==> src/rtl/ats_map.svh <==
// address tenure start block: constants
`ifndef ATS_MAP_SVH
`define ATS_MAP_SVH

`define ATS_ADDR_W       32
`define ATS_TT_W         5
`define ATS_EXTENDED_TRANSFER_CODE_W       8
// tt bit 1 high marks a data-carrying memory operation
`define ATS_TT_DATA_BIT  1
// burst alignment: double word clears low 3 bits
`define ATS_ALIGN_MASK   32'hFFFF_FFF8
`define ATS_NEG          1'b1
`define ATS_ASSERT_LVL   1'b0

`endif

==> src/rtl/ats_pkg.sv <==
// address tenure start block: types
package ats_pkg;
  typedef enum logic [2:0] {
    ATS_IDLE,
    ATS_MEM_START,
    ATS_MEM_HOLD,
    ATS_DS_BEAT0,
    ATS_DS_BEAT1,
    ATS_RELEASE
  } ats_state_t;
endpackage

==> src/rtl/ats_tenure.sv <==
// address tenure master and snoop start logic
`timescale 1ns/1ps
`include "ats_map.svh"
// Behaviour
// - qualified grant needs grant, no tenure, retry negated now and before.
// - memory start strobe only while address and attributes are valid.
// - data-type memory start implies data bus request; address-only does not.
// - memory start stays negated during our direct-store tenure.
// - direct-store start stays negated during our memory tenure.
// - start strobe asserts with busy and lasts exactly one clock.
// - strobe goes high impedance one clock after its negation.
// - sampled memory start makes address and attributes valid for snooping.
// - sampled direct-store start triggers reply check; negated means none.
// - direct-store start with first beat; data request unless req_ds_addr_only is set.
// - burst address is double-word aligned at critical or first word.
// - burst address held constant for whole burst.
// - memory address driven cycle after qualified grant with busy, start.
// - memory address released one clock after address acknowledge.
// - snooped address sampled only in the incoming start cycle.
// - direct-store tenure has control/tag packet then address packet.
// - first direct-store beat after grant, second beat next clock.
module ats_tenure (
  input  wire logic                      clk,
  input  wire logic                      rst_b,
  // user request side
  input  wire logic                      req_valid,
  input  wire logic                      req_is_ds,
  input  wire logic                      req_burst,
  input  wire logic [`ATS_ADDR_W-1:0]    req_addr,
  input  wire logic [`ATS_ADDR_W-1:0]    req_ds_packet0,
  input  wire logic [`ATS_TT_W-1:0]      req_tt,
  input  wire logic [`ATS_EXTENDED_TRANSFER_CODE_W-1:0]    req_extended_transfer_code,
  input  wire logic                      req_ds_addr_only,
  output logic                           req_taken,
  output logic                           tenure_done,
  output logic                           data_bus_req,
  // bus arbitration
  input  wire logic                      grant_input_b,
  input  wire logic                      address_retry_b,
  input  wire logic                      address_acknowledge_b,
  // start strobes (active low, tri-state)
  input  wire logic                      memory_start_strobe_b_i,
  output logic                           memory_start_strobe_b_o,
  output logic                           memory_start_strobe_oe,
  input  wire logic                      direct_store_start_strobe_b_i,
  output logic                           direct_store_start_strobe_b_o,
  output logic                           direct_store_start_strobe_oe,
  input  wire logic                      address_bus_busy_b_i,
  output logic                           address_bus_busy_b_o,
  output logic                           address_bus_busy_oe,
  // address and type lines
  input  wire logic [`ATS_ADDR_W-1:0]    addr_i,
  output logic [`ATS_ADDR_W-1:0]         addr_o,
  output logic                           addr_oe,
  input  wire logic [`ATS_TT_W-1:0]      transfer_type_code_i,
  output logic [`ATS_TT_W-1:0]           transfer_type_code_o,
  output logic                           transfer_type_code_oe,
  // snoop side
  output logic                           snoop_valid,
  output logic [`ATS_ADDR_W-1:0]         snoop_addr,
  output logic [`ATS_TT_W-1:0]           snoop_tt,
  output logic                           ds_reply_check,
  output logic [`ATS_ADDR_W-1:0]         ds_reply_packet
);

  ////////////////////////////////////////////////////////////////////////////
  ats_pkg::ats_state_t state_q;
  ats_pkg::ats_state_t state_d;
  logic                   retry_prev_q;
  logic                   ext_tenure_q;
  logic                   ds_q;
  logic [`ATS_ADDR_W-1:0] ds_addr_q;

  // busy seen from others or our own tenure counts as in progress
  wire ext_start   = (memory_start_strobe_b_i == `ATS_ASSERT_LVL) ||
                     (direct_store_start_strobe_b_i == `ATS_ASSERT_LVL);
  wire ack         = (address_acknowledge_b == `ATS_ASSERT_LVL);
  wire ext_busy    = (address_bus_busy_b_i == `ATS_ASSERT_LVL);
  wire own_tenure  = (state_q != ats_pkg::ATS_IDLE);
  wire in_tenure   = own_tenure || ext_tenure_q || ext_busy || ext_start;
  wire retry_now   = (address_retry_b == `ATS_ASSERT_LVL);
  wire qual_grant  = (grant_input_b == `ATS_ASSERT_LVL) && !in_tenure &&
                     !retry_now && !retry_prev_q;
  wire take        = qual_grant && req_valid;
  wire tt_data     = req_tt[`ATS_TT_DATA_BIT];
  wire [`ATS_ADDR_W-1:0] mem_addr =
    req_burst ? (req_addr & `ATS_ALIGN_MASK) : req_addr;

  ////////////////////////////////////////////////////////////////////////////
  always_comb
  begin
    state_d = state_q;
    case (state_q)
      ats_pkg::ATS_IDLE:
        if (take)
          state_d = req_is_ds ? ats_pkg::ATS_DS_BEAT0
                              : ats_pkg::ATS_MEM_START;
      ats_pkg::ATS_MEM_START:
        state_d = ack ? ats_pkg::ATS_RELEASE : ats_pkg::ATS_MEM_HOLD;
      ats_pkg::ATS_MEM_HOLD:
        if (ack)
          state_d = ats_pkg::ATS_RELEASE;
      ats_pkg::ATS_DS_BEAT0:
        state_d = ats_pkg::ATS_DS_BEAT1;
      ats_pkg::ATS_DS_BEAT1:
        if (ack)
          state_d = ats_pkg::ATS_RELEASE;
      default:
        state_d = ats_pkg::ATS_IDLE;
    endcase
  end

  always_ff @(posedge clk)
  begin
    if (!rst_b)
    begin
      state_q      <= ats_pkg::ATS_IDLE;
      retry_prev_q <= 1'b0;
      ext_tenure_q <= 1'b0;
    end
    else
    begin
      state_q      <= state_d;
      retry_prev_q <= retry_now;
      // foreign window: start through the acknowledge cycle
      if (ext_start && !own_tenure)
        ext_tenure_q <= 1'b1;
      else if (ack)
        ext_tenure_q <= 1'b0;
    end
  end

  ////////////////////////////////////////////////////////////////////////////
  // master outputs; memory address held unchanged until release, direct-store address changes at second beat
  always_ff @(posedge clk)
  begin
    if (!rst_b)
    begin
      memory_start_strobe_b_o       <= `ATS_NEG;
      memory_start_strobe_oe        <= 1'b0;
      direct_store_start_strobe_b_o <= `ATS_NEG;
      direct_store_start_strobe_oe  <= 1'b0;
      address_bus_busy_b_o          <= `ATS_NEG;
      address_bus_busy_oe           <= 1'b0;
      addr_o                        <= '0;
      addr_oe                       <= 1'b0;
      transfer_type_code_o          <= '0;
      transfer_type_code_oe         <= 1'b0;
      data_bus_req                  <= 1'b0;
      req_taken                     <= 1'b0;
      tenure_done                   <= 1'b0;
      ds_q                          <= 1'b0;
      ds_addr_q                     <= '0;
    end
    else
    begin
      req_taken    <= take && (state_q == ats_pkg::ATS_IDLE);
      tenure_done  <= (state_q == ats_pkg::ATS_RELEASE);
      data_bus_req <= 1'b0;
      // strobes: one-cycle low pulse, then driven high one cycle, then off
      memory_start_strobe_b_o       <= `ATS_NEG;
      direct_store_start_strobe_b_o <= `ATS_NEG;
      memory_start_strobe_oe        <= 1'b0;
      direct_store_start_strobe_oe  <= 1'b0;
      if (state_q == ats_pkg::ATS_IDLE && take)
      begin
        ds_q                  <= req_is_ds;
        ds_addr_q             <= req_addr;
        address_bus_busy_b_o  <= `ATS_ASSERT_LVL;
        address_bus_busy_oe   <= 1'b1;
        addr_oe               <= 1'b1;
        transfer_type_code_oe <= 1'b1;
        if (req_is_ds)
        begin
          direct_store_start_strobe_b_o <= `ATS_ASSERT_LVL;
          direct_store_start_strobe_oe  <= 1'b1;
          memory_start_strobe_oe        <= 1'b0;
          addr_o                        <= req_ds_packet0;
          transfer_type_code_o          <= req_extended_transfer_code[7:3];
          data_bus_req                  <= !req_ds_addr_only;
        end
        else
        begin
          memory_start_strobe_b_o <= `ATS_ASSERT_LVL;
          memory_start_strobe_oe  <= 1'b1;
          addr_o                  <= mem_addr;
          transfer_type_code_o    <= req_tt;
          data_bus_req            <= tt_data;
        end
      end
      else if (state_q == ats_pkg::ATS_MEM_START)
        memory_start_strobe_oe <= 1'b1;
      else if (state_q == ats_pkg::ATS_DS_BEAT0)
      begin
        direct_store_start_strobe_oe <= 1'b1;
        addr_o                       <= ds_addr_q;
      end
      // release one clock after acknowledge
      if (state_q == ats_pkg::ATS_RELEASE)
      begin
        address_bus_busy_b_o  <= `ATS_NEG;
        addr_oe               <= 1'b0;
        transfer_type_code_oe <= 1'b0;
      end
      if (state_q == ats_pkg::ATS_IDLE && !take)
        address_bus_busy_oe <= 1'b0;
    end
  end

  ////////////////////////////////////////////////////////////////////////////
  // snoop: address sampled only in start cycle; strobes trusted to last
  // one clock as other masters promise
  wire snoop_mem = (memory_start_strobe_b_i == `ATS_ASSERT_LVL) && !own_tenure;
  wire snoop_ds  = (direct_store_start_strobe_b_i == `ATS_ASSERT_LVL) &&
                   !own_tenure;

  always_ff @(posedge clk)
  begin
    if (!rst_b)
    begin
      snoop_valid     <= 1'b0;
      snoop_addr      <= '0;
      snoop_tt        <= '0;
      ds_reply_check  <= 1'b0;
      ds_reply_packet <= '0;
    end
    else
    begin
      snoop_valid    <= snoop_mem;
      ds_reply_check <= snoop_ds;
      if (snoop_mem)
      begin
        snoop_addr <= addr_i;
        snoop_tt   <= transfer_type_code_i;
      end
      if (snoop_ds)
        ds_reply_packet <= addr_i;
    end
  end

  ////////////////////////////////////////////////////////////////////////////
  a_qual_grant_rule: assert property (@(posedge clk) disable iff (!rst_b)
    req_taken |-> $past(!retry_now) && $past(!retry_prev_q))
    else $error("tenure taken without a qualified grant");
  a_start_one_cycle: assert property (@(posedge clk) disable iff (!rst_b)
    $fell(memory_start_strobe_b_o) |=> memory_start_strobe_b_o &&
      memory_start_strobe_oe ##1 !memory_start_strobe_oe)
    else $error("memory start not a one-cycle pulse then release");
  a_ds_one_cycle: assert property (@(posedge clk) disable iff (!rst_b)
    $fell(direct_store_start_strobe_b_o) |=> direct_store_start_strobe_b_o
      ##1 !direct_store_start_strobe_oe)
    else $error("direct-store start not pulse then release");
  a_start_with_busy: assert property (@(posedge clk) disable iff (!rst_b)
    $fell(memory_start_strobe_b_o) |-> $fell(address_bus_busy_b_o) &&
      addr_oe)
    else $error("memory start without busy and address");
  a_no_ts_in_ds: assert property (@(posedge clk) disable iff (!rst_b)
    (ds_q && own_tenure) |-> memory_start_strobe_b_o)
    else $error("memory start during direct-store tenure");
  a_no_direct_store_start_strobe_in_mem: assert property (@(posedge clk) disable iff (!rst_b)
    (!ds_q && own_tenure) |-> direct_store_start_strobe_b_o)
    else $error("direct-store start during memory tenure");
  a_addr_held: assert property (@(posedge clk) disable iff (!rst_b)
    (state_q == ats_pkg::ATS_MEM_HOLD) |-> $stable(addr_o))
    else $error("burst address changed during tenure");
  a_addr_release: assert property (@(posedge clk) disable iff (!rst_b)
    (ack && own_tenure && state_q != ats_pkg::ATS_DS_BEAT0)
      |=> ##1 !addr_oe)
    else $error("address not released after acknowledge");
  a_ds_second_beat: assert property (@(posedge clk) disable iff (!rst_b)
    $fell(direct_store_start_strobe_b_o) |=> addr_o == ds_addr_q)
    else $error("second direct-store beat missing");
  a_snoop_sample: assert property (@(posedge clk) disable iff (!rst_b)
    snoop_mem |=> snoop_valid && snoop_addr == $past(addr_i))
    else $error("snoop address not taken in start cycle");
  c_mem_tenure: cover property (@(posedge clk) disable iff (!rst_b)
    $fell(memory_start_strobe_b_o) ##[1:20] tenure_done);
  c_ds_tenure: cover property (@(posedge clk) disable iff (!rst_b)
    $fell(direct_store_start_strobe_b_o) ##[2:20] tenure_done);
  c_snoop_mem: cover property (@(posedge clk) disable iff (!rst_b)
    snoop_valid);
  c_ds_reply: cover property (@(posedge clk) disable iff (!rst_b)
    ds_reply_check);

endmodule // ats_tenure

==> config.mk <==
export PLATFORM = sky130hd
export DESIGN_NAME = ats_tenure
export DESIGN_NICKNAME = d
export VERILOG_FILES = /design/src/rtl/ats_pkg.sv /design/src/rtl/ats_tenure.sv
export VERILOG_INCLUDE_DIRS = /design/src /design/src/rtl
export SDC_FILE = /design/constraint.sdc
export NUM_CORES = 1
export LEC_CHECK = 0
export CAP_MARGIN = 30
export CORE_AREA = 2 2 149 151
export CTS_CLUSTER_SIZE = 40
export DETAILED_ROUTE_END_ITERATION = 10
export DIE_AREA = 0 0 151 153
export DONT_BUFFER_PORTS = 1
export PLACE_DENSITY = 0.44
export SKIP_CTS_REPAIR_TIMING = 1
export SYNTH_ARGS = -nofsm -noshare
export SYNTH_HDL_FRONTEND = slang
export SYNTH_SLANG_ARGS = --single-unit
==> constraint.sdc <==
create_clock -name clk -period 3.4 [get_ports clk]
set_clock_uncertainty 0.15 [all_clocks]
set_input_delay 0.68 -clock clk [delete_from_list [all_inputs] [get_ports clk]]
set_output_delay 0.68 -clock clk [all_outputs]
set_load 0.01 [all_outputs]
==> impl_metrics.xml <==
<?xml version="1.0" encoding="UTF-8"?>
<metrics>
  <group name="layout">
    <metric name="finalNetCount" unit="">839</metric>
    <metric name="fillCellCount" unit="">2270</metric>
    <metric name="drive_above_1_share" unit="%">8.127</metric>
    <metric name="area_delta_synth_final" unit="%">11.16</metric>
    <metric name="antenna-diode-count" unit="">0</metric>
  </group>
  <group name="yosys">
    <metric name="post_synth_instance_area" unit="um2">6367</metric>
    <metric name="yosys.cell_types.count" unit="">36</metric>
    <metric name="postSynthRegisterBits" unit="">155</metric>
    <metric name="synth-async-reset-ratio" unit="%">0</metric>
    <metric name="post_synth.cell_area_avg" unit="um2">8.490</metric>
    <metric name="post_synth_and_or_nand_nor_area_fraction" unit="%">22.30</metric>
    <metric name="synth_compound_area_share" unit="%">23.09</metric>
    <metric name="synth_warnings" unit="">0</metric>
    <metric name="synth_top_area_share" unit="%">48.73</metric>
    <metric name="post_synth_inst_count" unit="">750</metric>
    <metric name="largest_family_of_logic_cells_by_synthesized_area" unit="">compound AO/OA/AOI/OAI gates</metric>
    <metric name="synthesis.nets" unit="">876</metric>
    <metric name="synth_ff_type" unit="">dfxtp_1</metric>
    <metric name="synth_enable_flop_cells" unit="">0</metric>
    <metric name="ys_top_cells_by_area" unit="">dfxtp_1, nand2_1, a21boi_0, o31ai_1, nor2b_1</metric>
    <metric name="synth.yosys.seq_area_share" unit="%">48.73</metric>
    <metric name="synth_fa_ha_area_share" unit="%">0</metric>
    <metric name="yosys-mux-area-fraction" unit="%">0.7860</metric>
    <metric name="synth_xor_area_share" unit="%">0.1376</metric>
    <metric name="synth_area_leader_cell" unit="">dfxtp_1</metric>
  </group>
  <group name="worst_setup_path">
    <metric name="startpoint_type" unit="">flip-flop</metric>
    <metric name="critical-path-slowest-cell" unit="">or3_4</metric>
    <metric name="timing.critical_path.to_type" unit="">flip-flop</metric>
    <metric name="critical_path_class" unit="">flip-flop to flip-flop</metric>
    <metric name="critical_path_buffers_and_inverters" unit="">1</metric>
    <metric name="worstSetupPathDepth" unit="">5</metric>
    <metric name="timing.reg2reg.worst_path_depth" unit="">5</metric>
    <metric name="arrival" unit="ns">2.58</metric>
    <metric name="slowest_delay" unit="ns">0.60</metric>
    <metric name="regToRegSetupSlack" unit="ns">0.95</metric>
    <metric name="critPathTopFamily" unit="">simple AND/OR/NAND/NOR gates</metric>
    <metric name="worst-path-max-fanout" unit="">23</metric>
    <metric name="required" unit="ns">3.54</metric>
    <metric name="cells_along_the_critical_path" unit="">or3_1 -&gt; or3_4 -&gt; buf_4 -&gt; a211oi_1 -&gt; o31ai_1</metric>
  </group>
  <group name="timing">
    <metric name="final-hold-violation-count" unit="">0</metric>
    <metric name="timing.hold.ws" unit="ns">0.1730</metric>
    <metric name="setup_viol" unit="">0</metric>
    <metric name="achievable-frequency" unit="MHz">409.0</metric>
    <metric name="tightestPinTransition" unit="ns">0.7993</metric>
    <metric name="period_share" unit="%">71.92</metric>
    <metric name="fin_ws" unit="ns">0.9548</metric>
    <metric name="slew_violations" unit="">0</metric>
    <metric name="setup_total_negative_slack" unit="ns">0</metric>
    <metric name="final.min_clock_period" unit="ns">2.445</metric>
    <metric name="maxSlewHeadroom" unit="%">46.71</metric>
    <metric name="rsz0062_at_grt" unit="">no</metric>
  </group>
  <group name="power_and_ir_drop">
    <metric name="p_leak" unit="nW">2.480</metric>
    <metric name="seqPwrFrac" unit="%">48.6</metric>
    <metric name="comb_power_share" unit="%">4.1</metric>
    <metric name="report.power.total" unit="mW">3.984</metric>
    <metric name="peakVddDrop" unit="mV">0.3061</metric>
    <metric name="internal-power" unit="mW">3.007</metric>
    <metric name="p_per_area" unit="nW/um2">562.9</metric>
    <metric name="share_clk_of_total_power" unit="%">47.3</metric>
    <metric name="switching_share" unit="%">24.53</metric>
    <metric name="net-switching-power" unit="mW">0.9773</metric>
  </group>
  <group name="global_route">
    <metric name="first_global_vias" unit="">4794</metric>
    <metric name="global_route_wire_length_before_repair" unit="um">26590</metric>
    <metric name="grt_max_degree" unit="">121</metric>
    <metric name="antenna_found_initial" unit="">0</metric>
    <metric name="globalRoute.totalOverflow" unit="">0</metric>
    <metric name="grtUsageTotal" unit="%">14.70</metric>
  </group>
  <group name="floorplan">
    <metric name="dieArea" unit="um2">23100</metric>
    <metric name="fp.dieW" unit="um">151</metric>
    <metric name="placeableCoreArea" unit="um2">21490</metric>
    <metric name="placementRows" unit="">54</metric>
    <metric name="die_y" unit="um">153</metric>
    <metric name="starting_density_of_the_core" unit="%">29.64</metric>
    <metric name="io_pins" unit="">245</metric>
  </group>
  <group name="place">
    <metric name="place_ws" unit="ns">0.5625</metric>
    <metric name="dp_hpwl" unit="um">11130</metric>
    <metric name="place_congestion" unit="">0.7247</metric>
    <metric name="port-buffer-count" unit="">0</metric>
  </group>
  <group name="cts">
    <metric name="tritoncts" unit="">yes</metric>
    <metric name="number_of_h_tree_branching_levels" unit="">4</metric>
    <metric name="ctsLongestPathBuffers" unit="">2</metric>
    <metric name="clock-sinks" unit="">155</metric>
    <metric name="clk-insertion-delay-late" unit="ns">0.42</metric>
    <metric name="path_clk_slew" unit="ns">0.07</metric>
    <metric name="cts_root_buffer" unit="">clkbuf_16</metric>
    <metric name="number_of_buffers_created_by_cts" unit="">17</metric>
  </group>
  <group name="hold_path">
    <metric name="hp-class" unit="">primary input to flip-flop</metric>
    <metric name="holdPathStages" unit="">1</metric>
  </group>
  <group name="route">
    <metric name="routed_wirelength" unit="um">17020</metric>
    <metric name="drc_violation_total_after_the_first_tritonroute_iteration" unit="">259</metric>
    <metric name="route.antenna.remaining_nets" unit="">0</metric>
    <metric name="post_drt_via_cell_ratio" unit="">4.874</metric>
    <metric name="vias" unit="">4903</metric>
    <metric name="routedWlPerCell" unit="um">16.92</metric>
    <metric name="firstDrtPassIters" unit="">4</metric>
    <metric name="drc" unit="">0</metric>
  </group>
  <group name="run_status">
    <metric name="status" unit="">completed</metric>
  </group>
  <group name="flow_run">
    <metric name="max_cap_viol_count" unit="">0</metric>
  </group>
</metrics>
state kept, by name, indices dropped and copies added, names as in the netlist:
signal                         count
addr_o                            32
address_bus_busy_b_o               1
address_bus_busy_oe                1
data_bus_req                       1
direct_store_start_strobe_b_o      1
direct_store_start_strobe_oe       1
ds_addr_q                         32
ds_reply_check                     1
ds_reply_packet                   32
ext_tenure_q                       1
memory_start_strobe_b_o            1
memory_start_strobe_oe             1
req_taken                          1
retry_prev_q                       1
snoop_addr                        32
snoop_tt                           5
snoop_valid                        1
state_q                            3
tenure_done                        1
transfer_type_code_o               5
transfer_type_code_oe              1
routing by layer:
layer | GRT usage (%) | wire (um) | up-vias
met2 | 23.85 | 7849 | 166
li1 | - | - | 2419
met5 | 0 | 0 | -
met1 | 16.93 | 7002 | 2306
met4 | 3.605 | 184 | 0
met3 | 7.910 | 1987 | 12
cells in the mapped netlist (4+ instances only):
| cell type | instances |
|---|---|
| a211oi_1 | 19 |
| o211a_1 | 6 |
| buf_6 | 8 |
| a21boi_1 | 14 |
| o31ai_1 | 32 |
| a21boi_0 | 91 |
| dfxtp_1 | 155 |
| buf_2 | 6 |
| nand2_1 | 248 |
| nor2b_1 | 33 |
| mux2i_1 | 5 |
| clkbuf_1 | 46 |
| nor2_1 | 38 |
| a211oi_2 | 13 |
| and2_1 | 4 |
final timing paths:
path | start | end
max | state_q[1] | addr_o[15]
min | address_retry_b | retry_prev_q
max reg2reg | state_q[1] | addr_o[15]
min reg2reg | ds_addr_q[31] | ds_addr_q[31]
stage by stage:
stage | cell area, um2 | util [%] | cells
after floorplan | 6367 | - | 750
after global placement | 6496 | 30.24 | 974
after detailed placement | 6496 | 30.24 | 974
after CTS | 7078 | 32.94 | 1006
after global routing | 7078 | 32.94 | 1006
final | 7078 | 32.94 | 1006
placed cells by master, fill, tap and decap left out, types with 3 or more instances in the layout:
cell type / instances
a211oi_1: 19
a21oi_1: 3
clkinv_4: 3
nand2_1: 248
o211a_1: 6
o31ai_1: 32
o21ai_0: 3
nor3b_1: 3
nor2b_1: 33
a21boi_0: 91
a211oi_2: 13
buf_4: 5
nor2_1: 36
a21boi_1: 14
and2_1: 4
inv_6: 5
dfxtp_1: 155
mux2i_1: 5
clkbuf_16: 17
power groups by stage:
| stage | clock network (mW) | registers [mW] | logic [mW] |
|---|---|---|---|
| final | 1.88 | 1.94 | 0.164 |
| after detailed placement | 0 | 1.98 | 0.170 |
| after CTS | 1.96 | 1.94 | 0.169 |
| after global routing | 2.04 | 1.94 | 0.191 |
| after global placement | 0 | 1.98 | 0.163 |
| after floorplan | 0 | 1.96 | 0.164 |
logic make-up (layout without fill, tap and decap cells):
group	count (synthesis)	in the layout
and+or+nand+nor	337	337
buffers and inverters	65	41
AOI/OAI and AO/OA	187	187
DFF	155	155
xor gates and xnor gates	1	1
muxes	5	5
final cells by class:
type,count,area [um2],share of cell area [%]
Sequential cell,155,3103,43.84
Multi-Input combinational cell,530,2958,41.79
Clock buffer,19,452.9,6.399
Tap cell,280,350.3,4.950
Clock inverter,13,128.9,1.821
Timing Repair Buffer,7,77.57,1.096
Inverter,2,7.507,0.1061
Power figures use the tool's default switching activity.
